<file path="src/verilog/sbsm_pkg.sv">
package sbsm_pkg;

  // ----------------------------------------------------------------
  // port counts and numbering
  // ----------------------------------------------------------------
  localparam int NUM_MST = 6;
  localparam int NUM_SLV = 6;

  localparam logic [2:0] MST_GEN_DMA  = 3'h0;
  localparam logic [2:0] MST_USB_DMA  = 3'h1;
  localparam logic [2:0] MST_LCD_DMA  = 3'h2;
  localparam logic [2:0] MST_PER_DMA  = 3'h3;
  localparam logic [2:0] MST_CPU_INST = 3'h4;
  localparam logic [2:0] MST_CPU_DATA = 3'h5;

  localparam logic [2:0] SLV_ROM      = 3'h0;
  localparam logic [2:0] SLV_SRAM     = 3'h1;
  localparam logic [2:0] SLV_LCD_CFG  = 3'h2;
  localparam logic [2:0] SLV_USB_RAM  = 3'h3;
  localparam logic [2:0] SLV_EXT_MEM  = 3'h4;
  localparam logic [2:0] SLV_PER_BRG  = 3'h5;

  // ----------------------------------------------------------------
  // address map: 16 banks of 256 MB, sub-areas of 1 MB in bank 0
  // ----------------------------------------------------------------
  localparam logic [3:0] BANK_INTERNAL  = 4'h0;
  localparam logic [3:0] BANK_EXT_FIRST = 4'h1;
  localparam logic [3:0] BANK_EXT_LAST  = 4'h8;
  localparam logic [3:0] BANK_PERIPH    = 4'hF;

  localparam logic [7:0] SUB_BOOT       = 8'h00;
  localparam logic [7:0] SUB_SRAM_FIRST = 8'h01;
  localparam logic [7:0] SUB_SRAM_LAST  = 8'h03;
  localparam logic [7:0] SUB_ROM        = 8'h04;
  localparam logic [7:0] SUB_LCD_CFG    = 8'h05;
  localparam logic [7:0] SUB_USB_RAM    = 8'h06;

  // ----------------------------------------------------------------
  // transfer sizes
  // ----------------------------------------------------------------
  localparam logic [2:0] SIZE_BYTE = 3'h0;
  localparam logic [2:0] SIZE_HALF = 3'h1;
  localparam logic [2:0] SIZE_WORD = 3'h2;

  // ----------------------------------------------------------------
  // reset values and default path matrix (bit m = master m allowed)
  // ----------------------------------------------------------------
  localparam logic [2:0] LAST_RST = 3'h5;
  localparam logic [5:0] PATH_ROM_DEF     = 6'h3B;
  localparam logic [5:0] PATH_SRAM_DEF    = 6'h3F;
  localparam logic [5:0] PATH_LCD_CFG_DEF = 6'h30;
  localparam logic [5:0] PATH_USB_RAM_DEF = 6'h30;
  localparam logic [5:0] PATH_EXT_MEM_DEF = 6'h3F;
  localparam logic [5:0] PATH_PER_BRG_DEF = 6'h05;

  typedef enum logic [0:0] {
    SBSM_ARB_RR    = 1'b0,
    SBSM_ARB_FIXED = 1'b1
  } sbsm_arb_mode_t;

  // ----------------------------------------------------------------
  // carriers
  // ----------------------------------------------------------------
  typedef struct packed {
    logic        req;
    logic        write;
    logic [2:0]  size;
    logic [31:0] addr;
    logic [31:0] wdata;
  } sbsm_req_t;

  typedef struct packed {
    logic        ack;
    logic        err;
    logic [31:0] rdata;
  } sbsm_rsp_t;

  typedef struct packed {
    logic       ok;
    logic [2:0] slv;
  } sbsm_dec_t;

endpackage

</file>
<file path="src/verilog/sbsm_matrix.sv">
// Contract
// - six masters may transfer concurrently when targeting different free slaves
// - each master has its own decoder, all sharing one address map
// - each slave has its own arbiter, policy selectable per slave
// - masters 0..5 are gen DMA, USB DMA, LCD DMA, periph DMA, CPU inst, data
// - slaves 0..5 are ROM, SRAM, LCD config, USB RAM, external memory, bridge
// - unused master-slave paths are removed so the master cannot reach that slave
// - LCD config and USB RAM are reachable only from the two CPU masters
// - the USB DMA master cannot reach the peripheral bridge
// - byte, half-word and word transfers are all routed
// - address space splits into sixteen 256 MB banks selected by top nibble
// - bank 0 internal, banks 1 to 8 external memory, bank 15 bridge
// - accesses to unused areas end with an error response
// - address zero mapping follows per-master remap bit and sampled boot level
module sbsm_matrix #(
  parameter logic [5:0]           PATH_ROM     = sbsm_pkg::PATH_ROM_DEF,
  parameter logic [5:0]           PATH_SRAM    = sbsm_pkg::PATH_SRAM_DEF,
  parameter logic [5:0]           PATH_LCD_CFG = sbsm_pkg::PATH_LCD_CFG_DEF,
  parameter logic [5:0]           PATH_USB_RAM = sbsm_pkg::PATH_USB_RAM_DEF,
  parameter logic [5:0]           PATH_EXT_MEM = sbsm_pkg::PATH_EXT_MEM_DEF,
  parameter logic [5:0]           PATH_PER_BRG = sbsm_pkg::PATH_PER_BRG_DEF,
  parameter logic [5:0]           ARB_FIXED    = 6'h00
) (
  input  wire logic               ref_clk,
  input  wire logic               rst_b,
  input  wire logic               boot_select_level,
  input  wire logic [5:0]         remap_control_bit,
  input  sbsm_pkg::sbsm_req_t     mst_req [sbsm_pkg::NUM_MST],
  output sbsm_pkg::sbsm_rsp_t     mst_rsp [sbsm_pkg::NUM_MST],
  output sbsm_pkg::sbsm_req_t     slv_req [sbsm_pkg::NUM_SLV],
  input  sbsm_pkg::sbsm_rsp_t     slv_rsp [sbsm_pkg::NUM_SLV]
);

  // ----------------------------------------------------------------
  // path matrix
  // ----------------------------------------------------------------
  // bit m is master m
  localparam logic [5:0] PATH [sbsm_pkg::NUM_SLV] = '{
    PATH_ROM, PATH_SRAM, PATH_LCD_CFG, PATH_USB_RAM, PATH_EXT_MEM, PATH_PER_BRG
  };

  // ----------------------------------------------------------------
  // shared address decoder
  // ----------------------------------------------------------------
  function automatic sbsm_pkg::sbsm_dec_t decode(
    input logic [31:0] addr,
    input logic        remap,
    input logic        boot
  );
    sbsm_pkg::sbsm_dec_t d;
    logic [3:0]          bank;
    logic [7:0]          sub;
    d    = '{ok: 1'b0, slv: sbsm_pkg::SLV_ROM};
    bank = addr[31:28];
    sub  = addr[27:20];
    if (bank == sbsm_pkg::BANK_INTERNAL) begin
      // address zero follows remap and boot level
      if (sub == sbsm_pkg::SUB_BOOT) begin
        d.ok  = 1'b1;
        d.slv = remap ? sbsm_pkg::SLV_SRAM :
                boot  ? sbsm_pkg::SLV_ROM  : sbsm_pkg::SLV_EXT_MEM;
      end else if (sub >= sbsm_pkg::SUB_SRAM_FIRST && sub <= sbsm_pkg::SUB_SRAM_LAST) begin
        d = '{ok: 1'b1, slv: sbsm_pkg::SLV_SRAM};
      end else if (sub == sbsm_pkg::SUB_ROM) begin
        d = '{ok: 1'b1, slv: sbsm_pkg::SLV_ROM};
      end else if (sub == sbsm_pkg::SUB_LCD_CFG) begin
        d = '{ok: 1'b1, slv: sbsm_pkg::SLV_LCD_CFG};
      end else if (sub == sbsm_pkg::SUB_USB_RAM) begin
        d = '{ok: 1'b1, slv: sbsm_pkg::SLV_USB_RAM};
      end
    end else if (bank >= sbsm_pkg::BANK_EXT_FIRST && bank <= sbsm_pkg::BANK_EXT_LAST) begin
      d = '{ok: 1'b1, slv: sbsm_pkg::SLV_EXT_MEM};
    end else if (bank == sbsm_pkg::BANK_PERIPH) begin
      d = '{ok: 1'b1, slv: sbsm_pkg::SLV_PER_BRG};
    end
    return d;
  endfunction

  // ----------------------------------------------------------------
  // per-slave arbitration pick: {found, index}
  // ----------------------------------------------------------------
  function automatic logic [3:0] pick(
    input logic [5:0] cand,
    input logic [2:0] last,
    input logic       fixed
  );
    logic [3:0] r;
    logic [2:0] idx;
    r = 4'h0;
    for (int k = 0; k < sbsm_pkg::NUM_MST; k++) begin
      if (fixed) begin
        idx = 3'(k);
      end else begin
        idx = 3'((int'(last) + 1 + k) % sbsm_pkg::NUM_MST);
      end
      if (!r[3] && cand[idx]) begin
        r = {1'b1, idx};
      end
    end
    return r;
  endfunction

  // ----------------------------------------------------------------
  // boot level capture
  // ----------------------------------------------------------------
  logic boot_sync1;
  logic boot_sync2;
  logic boot_cap;
  logic boot_done;
  logic [1:0] boot_fill;
  logic next_boot_cap;
  logic next_boot_done;
  logic [1:0] next_boot_fill;

  // boot level latched once after reset release
  always_comb begin
    // capture waits until the synchroniser holds a real pin sample
    next_boot_fill = {boot_fill[0], 1'b1};
    next_boot_done = boot_done | boot_fill[1];
    next_boot_cap  = boot_done ? boot_cap : boot_sync2;
  end

  always_ff @(posedge ref_clk or negedge rst_b) begin
    if (!rst_b) begin
      boot_sync1 <= 1'b0;
      boot_sync2 <= 1'b0;
      boot_cap   <= 1'b0;
      boot_done  <= 1'b0;
      boot_fill  <= 2'h0;
    end else begin
      boot_sync1 <= boot_select_level;
      boot_sync2 <= boot_sync1;
      boot_cap   <= next_boot_cap;
      boot_done  <= next_boot_done;
      boot_fill  <= next_boot_fill;
    end
  end

  // ----------------------------------------------------------------
  // routing state
  // ----------------------------------------------------------------
  logic [5:0]          busy;
  logic [2:0]          owner      [sbsm_pkg::NUM_SLV];
  logic [2:0]          last       [sbsm_pkg::NUM_SLV];
  logic [5:0]          next_busy;
  logic [2:0]          next_owner [sbsm_pkg::NUM_SLV];
  logic [2:0]          next_last  [sbsm_pkg::NUM_SLV];
  sbsm_pkg::sbsm_req_t next_slv_req [sbsm_pkg::NUM_SLV];
  sbsm_pkg::sbsm_rsp_t next_mst_rsp [sbsm_pkg::NUM_MST];
  sbsm_pkg::sbsm_dec_t dec [sbsm_pkg::NUM_MST];
  logic [5:0]          routable;

  always_comb begin
    logic [5:0] cand;
    logic [3:0] sel;
    cand      = 6'h00;
    sel       = 4'h0;
    next_busy = busy;
    for (int m = 0; m < sbsm_pkg::NUM_MST; m++) begin
      dec[m] = decode(mst_req[m].addr, remap_control_bit[m], boot_cap);
      // path must exist; only byte, half and word routed
      routable[m] = dec[m].ok && PATH[dec[m].slv][m] &&
                    (mst_req[m].size <= sbsm_pkg::SIZE_WORD);
      next_mst_rsp[m] = '{ack: 1'b0, err: 1'b0, rdata: mst_rsp[m].rdata};
      // unused area, missing path, both answered with error
      if (mst_req[m].req && !mst_rsp[m].ack && !routable[m]) begin
        next_mst_rsp[m] = '{ack: 1'b1, err: 1'b1, rdata: 32'h0000_0000};
      end
    end
    for (int s = 0; s < sbsm_pkg::NUM_SLV; s++) begin
      next_owner[s]   = owner[s];
      next_last[s]    = last[s];
      next_slv_req[s] = slv_req[s];
      cand            = 6'h00;
      sel             = 4'h0;
      if (busy[s]) begin
        if (slv_rsp[s].ack) begin
          next_busy[s]            = 1'b0;
          next_slv_req[s].req     = 1'b0;
          next_mst_rsp[owner[s]]  = '{ack: 1'b1, err: slv_rsp[s].err,
                                      rdata: slv_rsp[s].rdata};
        end
      end else begin
        for (int m = 0; m < sbsm_pkg::NUM_MST; m++) begin
          cand[m] = mst_req[m].req && !mst_rsp[m].ack && routable[m] &&
                    (int'(dec[m].slv) == s);
        end
        sel = pick(cand, last[s], ARB_FIXED[s]);
        // each slave grants independently, so masters run concurrently
        if (sel[3]) begin
          next_busy[s]    = 1'b1;
          next_owner[s]   = sel[2:0];
          next_last[s]    = sel[2:0];
          next_slv_req[s] = mst_req[sel[2:0]];
          next_slv_req[s].req = 1'b1;
        end
      end
    end
  end

  always_ff @(posedge ref_clk or negedge rst_b) begin
    if (!rst_b) begin
      busy <= 6'h00;
      for (int s = 0; s < sbsm_pkg::NUM_SLV; s++) begin
        owner[s]   <= 3'h0;
        last[s]    <= sbsm_pkg::LAST_RST;
        slv_req[s] <= '0;
      end
      for (int m = 0; m < sbsm_pkg::NUM_MST; m++) begin
        mst_rsp[m] <= '0;
      end
    end else begin
      busy <= next_busy;
      for (int s = 0; s < sbsm_pkg::NUM_SLV; s++) begin
        owner[s]   <= next_owner[s];
        last[s]    <= next_last[s];
        slv_req[s] <= next_slv_req[s];
      end
      for (int m = 0; m < sbsm_pkg::NUM_MST; m++) begin
        mst_rsp[m] <= next_mst_rsp[m];
      end
    end
  end

endmodule

</file>
<file path="config.mk">
export PLATFORM = sky130hd
export DESIGN_NAME = sbsm_matrix
export DESIGN_NICKNAME = d
export VERILOG_FILES = /design/src/verilog/sbsm_pkg.sv /design/src/verilog/sbsm_matrix.sv
export SDC_FILE = /design/constraint.sdc
export NUM_CORES = 2
export LEC_CHECK = 0
export BUFFER_PORTS_ARGS = -buffer_cell sky130_fd_sc_hd__buf_4
export CAP_MARGIN = 40
export CORE_AREA = 2 2 479 481
export CTS_BUF_LIST = sky130_fd_sc_hd__clkbuf_2
export CTS_CLUSTER_SIZE = 30
export DETAILED_ROUTE_END_ITERATION = 7
export DIE_AREA = 0 0 481 483
export MAX_ROUTING_LAYER = met4
export PLACE_DENSITY_LB_ADDON = 0.08
export SYNTH_ARGS = -nofsm -noshare
export SYNTH_HDL_FRONTEND = slang
export SYNTH_SLANG_ARGS = --single-unit
</file>
<file path="constraint.sdc">
create_clock -name ref_clk -period 8.6 [get_ports ref_clk]
set_input_delay 0 -clock ref_clk [delete_from_list [all_inputs] [get_ports ref_clk]]
set_output_delay 0 -clock ref_clk [all_outputs]
set_load 0.02 [all_outputs]
</file>
==> flow_metrics.py, run 1 <==
metrics = {
    "synth": {
        "syn_inst": 6479,
        "yosysTopAreaCellShare_pct": 30.3,
        "synth_top_flop_cell": "dfrtp_1",
        "synth_edf_count": 0,
        "syn_area_per_cell_um2": 8.27,
        "yosysWarnings": 0,
        "ys_seq_area_share_pct": 30.9,
        "synth_fp_nets": 7262,
        "syn_area_um2": 53600,
        "ys_types": 111,
        "synthArstFlopShare_pct": 100,
        "synth.area.top_cells": "dfrtp_1, mux2i_1, a21oi_1",
        "yosys.area.top_type": "dfrtp_1",
        "synth-seq-cells": 660,
    },
    "placement": {
        "hpwlAfterDp_mm": 261,
        "place_congestion": 0.927,
        "portBuffers": 1244,
        "dp_cells": 10352,
    },
    "outcome": {
        "stop_error": "[ERROR RSZ-0060] Max buffer count reached.",
        "stop_stage": "4_1_cts",
        "outcome": "stopped before the end",
    },
    "floorplan": {
        "dieWidth_um": 481,
        "ios": 1245,
        "num_rows": 175,
        "die_h_um": 483,
        "start_util_pct": 23.6,
    },
    "clocking": {
        "cts_buffer_depth": 3,
        "cts-htree-levels": 4,
        "cts_made_buffers": 218,
        "cts_setup_buffers": 0,
        "post_cts_resized": 0,
        "clock_sinks": 660,
        "cts.hold.buffers_added": 2150,
        "cts_root_buf": "clkbuf_2",
    },
}
-- through the flow --
stage | hold slack (ns) | setup slack [ns] | utilization [%] | instance area (µm²)
3_5_place_dp | -0.00434 | 1.83 | 29.4 | 66700
2_1_floorplan | -0.296 | 2.11 | - | 53600
3_3_place_gp | -0.00220 | 1.85 | 29.1 | 66100
-- kinds of logic after synthesis --
kind of cell / Yosys count / synth area share, %
adders and majority gates: 157 / 3.66
xor gates and xnor gates: 74 / 1.31
and+or+nand+nor: 1899 / 16.7
muxes: 663 / 12.7
AOI/OAI and AO/OA: 2350 / 29.4
other: 1 / 0.00700
DFF: 660 / 30.9
buffers and inverters: 675 / 5.38
-- synth_stat cells, types with 60 or more instances --
master and n:
a22o_1 60, dfrtp_1 648, mux2i_1 524, a22oi_1 155
inv_1 104, ha_1 156, clkbuf_1 401, mux2_2 103
nand3_1 72, o21ai_1 68, nand2b_1 113, nor3_1 157
a221oi_1 67, buf_2 71, and2_1 68, nor2_1 672
a2bb2oi_1 60, a21oi_1 664, o21ai_0 418, a211oi_1 335
a32oi_1 65, nand2_1 486
==> run 2, diff against run 1 <==
==> config.mk (replaced) <==
export PLATFORM = sky130hd
export DESIGN_NAME = sbsm_matrix
export DESIGN_NICKNAME = d
export VERILOG_FILES = /design/src/verilog/sbsm_pkg.sv /design/src/verilog/sbsm_matrix.sv
export SDC_FILE = /design/constraint.sdc
export NUM_CORES = 2
export LEC_CHECK = 0
export BUFFER_PORTS_ARGS = -buffer_cell sky130_fd_sc_hd__buf_4
export CAP_MARGIN = 40
export CORE_UTILIZATION = 23
export DETAILED_ROUTE_END_ITERATION = 7
export PLACE_DENSITY_LB_ADDON = 0.15
export SYNTH_ARGS = -nofsm -noshare
export SYNTH_HDL_FRONTEND = slang
export SYNTH_SLANG_ARGS = --single-unit
==> run 2 against run 1 <==
The run now ends clean. Synthesized area is the same. Synthesized cell count is the same.
==> flow_metrics.py, run 2 <==
metrics = {
    "grt": {
        "grt_first_pass_wirelength_mm": 503,
        "track_usage_pct": 29.9,
        "grt_max_degree": 133,
        "antenna_found_initial": 136,
        "grt-ovfl-total": 0,
        "grt_pass1_vias": 62393,
    },
    "synth": {
        "synth.area.top_cells": "dfrtp_1, mux2i_1, a21oi_1",
        "ys_seq_area_share_pct": 30.9,
        "yosys.area.top_type": "dfrtp_1",
        "synth-seq-cells": 660,
        "syn_inst": 6479,
        "syn_area_per_cell_um2": 8.27,
        "syn_area_um2": 53600,
        "yosysWarnings": 0,
        "synth_fp_nets": 7262,
        "synth_top_flop_cell": "dfrtp_1",
        "synth_edf_count": 0,
        "synthArstFlopShare_pct": 100,
        "yosysMostFrequentCell": "nor2_1",
        "ys_types": 111,
        "yosysTopAreaCellShare_pct": 30.3,
        "synth_commonest_cells": "nor2_1, a21oi_1, dfrtp_1",
    },
    "min_path": {
        "hold_end": "mst_rsp[85]$_DFF_PN0_",
        "min_from": "slv_rsp[187]",
        "min_path_cells": 7,
        "hp-class": "input pin to flop",
    },
    "floorplan": {
        "num_rows": 176,
        "start_util_pct": 23.2,
        "dieArea_um2": 235000,
        "ios": 1245,
        "die_h_um": 485,
        "design.core.area_um2": 231000,
        "dieWidth_um": 485,
    },
    "sta": {
        "fin_tns_setup_ns": 0,
        "fin_skew_ns": 0.0809,
        "timing.hold.ws_ns": 0.0553,
        "slew_headroom_pct": 24.9,
        "slew_violations": 0,
        "clock.fmax_ghz": 0.121,
        "hold_viol": 0,
        "finalCritPeriodShare_pct": 95.8,
        "period_needed_ns": 8.24,
        "worst_slew_pin_slew_ns": 1.13,
        "setup_viol": 0,
        "grt_setup_unrepaired": "false",
    },
    "flow_run": {
        "maxCapViolations": 0,
    },
    "setup_path": {
        "critical_path_class": "flop to flop",
        "r2r-start": "last[12]$_DFFE_PN1P_",
        "crit_path_top_delay_cell": "dfstp_2",
        "path_max_fanout": 42,
        "r2r_slack_ns": 0.36,
        "critPathLaunchType": "flop",
        "cp.required_ns": 9.25,
        "slowest_delay_ns": 0.77,
        "reg2reg_to": "slv_req[328]$_DFFE_PN0P_",
        "reg2reg_depth": 22,
        "end_kind": "flop",
        "critPathArrivalTime_ns": 8.89,
        "crit_chain": "ha_1 > xor2_4 > ha_1 > nand2_1 > inv_1 > ha_1 > nand4b_1 > a21oi_1 > o21ai_0 > a32oi_2 > inv_1 > o31ai_1 > o21a_1 > nand2_1 > o21bai_4 > buf_12 > mux2_2 > dlygate4sd3_1 > o211ai_1 > dlygate4sd3_1 > or3b_1 > dlygate4sd3_1",
    },
    "clocking": {
        "cts_made_buffers": 94,
        "clock_latency_ns": 0.80,
        "cts_buffer_depth": 3,
        "cts-htree-levels": 3,
        "cts_tree": "done",
        "clock_sinks": 660,
        "clk_pin_slew_ns": 0.06,
        "cts_root_buf": "clkbuf_16",
    },
    "routing": {
        "wl_per_cell_um": 31.7,
        "viasPerCell": 5.57,
        "totalWireLength_mm": 365,
        "drt_iter0_drc": 6378,
        "drc_errors": 0,
        "first_pass_iters": 8,
        "drtAntennaViolNets": 0,
        "num_vias": 64295,
    },
    "placement": {
        "dp_cells": 10352,
        "placed_cell_area_um2": 66600,
        "hpwlAfterDp_mm": 260,
        "portBuffers": 1244,
        "place_congestion": 0.960,
    },
    "cells_and_area": {
        "final_cell_mix": "buf_4, dlygate4sd3_1, a21oi_1, nor2_1, dfrtp_1",
        "largest_reg_flops": 414,
        "mostFrequentLayoutCell": "buf_4",
        "fin_cells": 11536,
        "fin_nets": 9124,
        "areaGrowthSynthToFinish_pct": 47.9,
        "drive_above_1_share_pct": 21.8,
        "top_regs": "slv_req x414, mst_rsp x204, owner x18",
        "final_area_um2": 79200,
        "top_register": "slv_req",
    },
    "power_and_ir_drop": {
        "p_leak_nw": 34.3,
        "power.density_nw_per_um2": 471,
        "max-vdd-ir-drop_uv": 1170,
        "power_mw": 37.3,
    },
    "outcome": {
        "outcome": "finished clean",
    },
}
run 2: cell counts after synthesis:
Identical to the previous run, type by type.
run 2: stage by stage:
step | util, % | worst slack [ns]
after global routing | 34.3 | 0.0410
after global placement | 28.6 | 1.28
after floorplan | - | 2.11
after detailed placement | 28.9 | 1.28
final | 34.3 | 0.361
after CTS | 34.2 | 0.146
run 2: area by class of cell:
type / count / area, µm²
fill: 24224 / 152000
sequential: 660 / 16500
inverter: 115 / 432
timing repair buffer: 2326 / 20600
clock buffer: 139 / 2730
tap: 3026 / 3790
multi-input combinational: 5144 / 34600
antenna: 97 / 243
clock inverter: 29 / 393
run 2: logic make-up (layout without fill, tap and decap cells):
logic type / Yosys count / after routing / synth area share, %
flops: 660 / 660 / 30.9
fa+ha+maj: 157 / 157 / 3.66
buf+inv: 675 / 2609 / 5.38
simple gates: 1899 / 1899 / 16.7
compound gates: 2350 / 2350 / 29.4
mux: 663 / 663 / 12.7
other cells: 1 / 98 / 0.00700
xor+xnor: 74 / 74 / 1.31
run 2: worst max path at each step:
stage                     cells after the start                       end             startpoint
after floorplan                              28  slv_req[391]$_DFFE_PN0P_   last[15]$_DFFE_PN1P_
after global placement                       20  slv_req[292]$_DFFE_PN0P_   last[12]$_DFFE_PN1P_
after detailed placement                     20   slv_req[84]$_DFFE_PN0P_    last[3]$_DFFE_PN1P_
after CTS                                    22  slv_req[328]$_DFFE_PN0P_   last[12]$_DFFE_PN1P_
after global routing                         23  slv_req[328]$_DFFE_PN0P_  owner[13]$_DFFE_PN0P_
final                                        22  slv_req[328]$_DFFE_PN0P_   last[12]$_DFFE_PN1P_
run 2: report_power, final:
part           switching [mW]  internal (mW)  leakage [nW]
clock network            1.81           2.33          1.53
logic                    15.9           12.0          24.2
registers                1.08           4.19          8.58
total                    18.8           18.5          34.3
run 2: timing repair:
action,in CTS,in global routing
resized for setup,0,4
endpoints found under the hold margin,1034,0
setup endpoints to repair,0,4
buffers inserted,0,1
hold buffers,918,0
run 2: routing by layer:
metal	wire length [µm]	track usage (%)	vias to the layer above
li1	-	-	28159
met1	145000	36.5	31712
met2	161000	45.8	3510
met3	34700	8.78	876
met4	24800	19.0	38
met5	226	0	-
run 2: worst max-delay path, delay by kind of cell, from the launching register on:
kind / cells / cell delay (ns)
compound gates: 7 / 1.96
xor+xnor: 1 / 0.47
fa+ha+maj: 3 / 1.21
buf+inv: 6 / 2.34
flops: 1 / 0.77
mux: 1 / 0.39
simple gates: 4 / 0.90
Note: power is estimated with default switching activity, not from simulation.
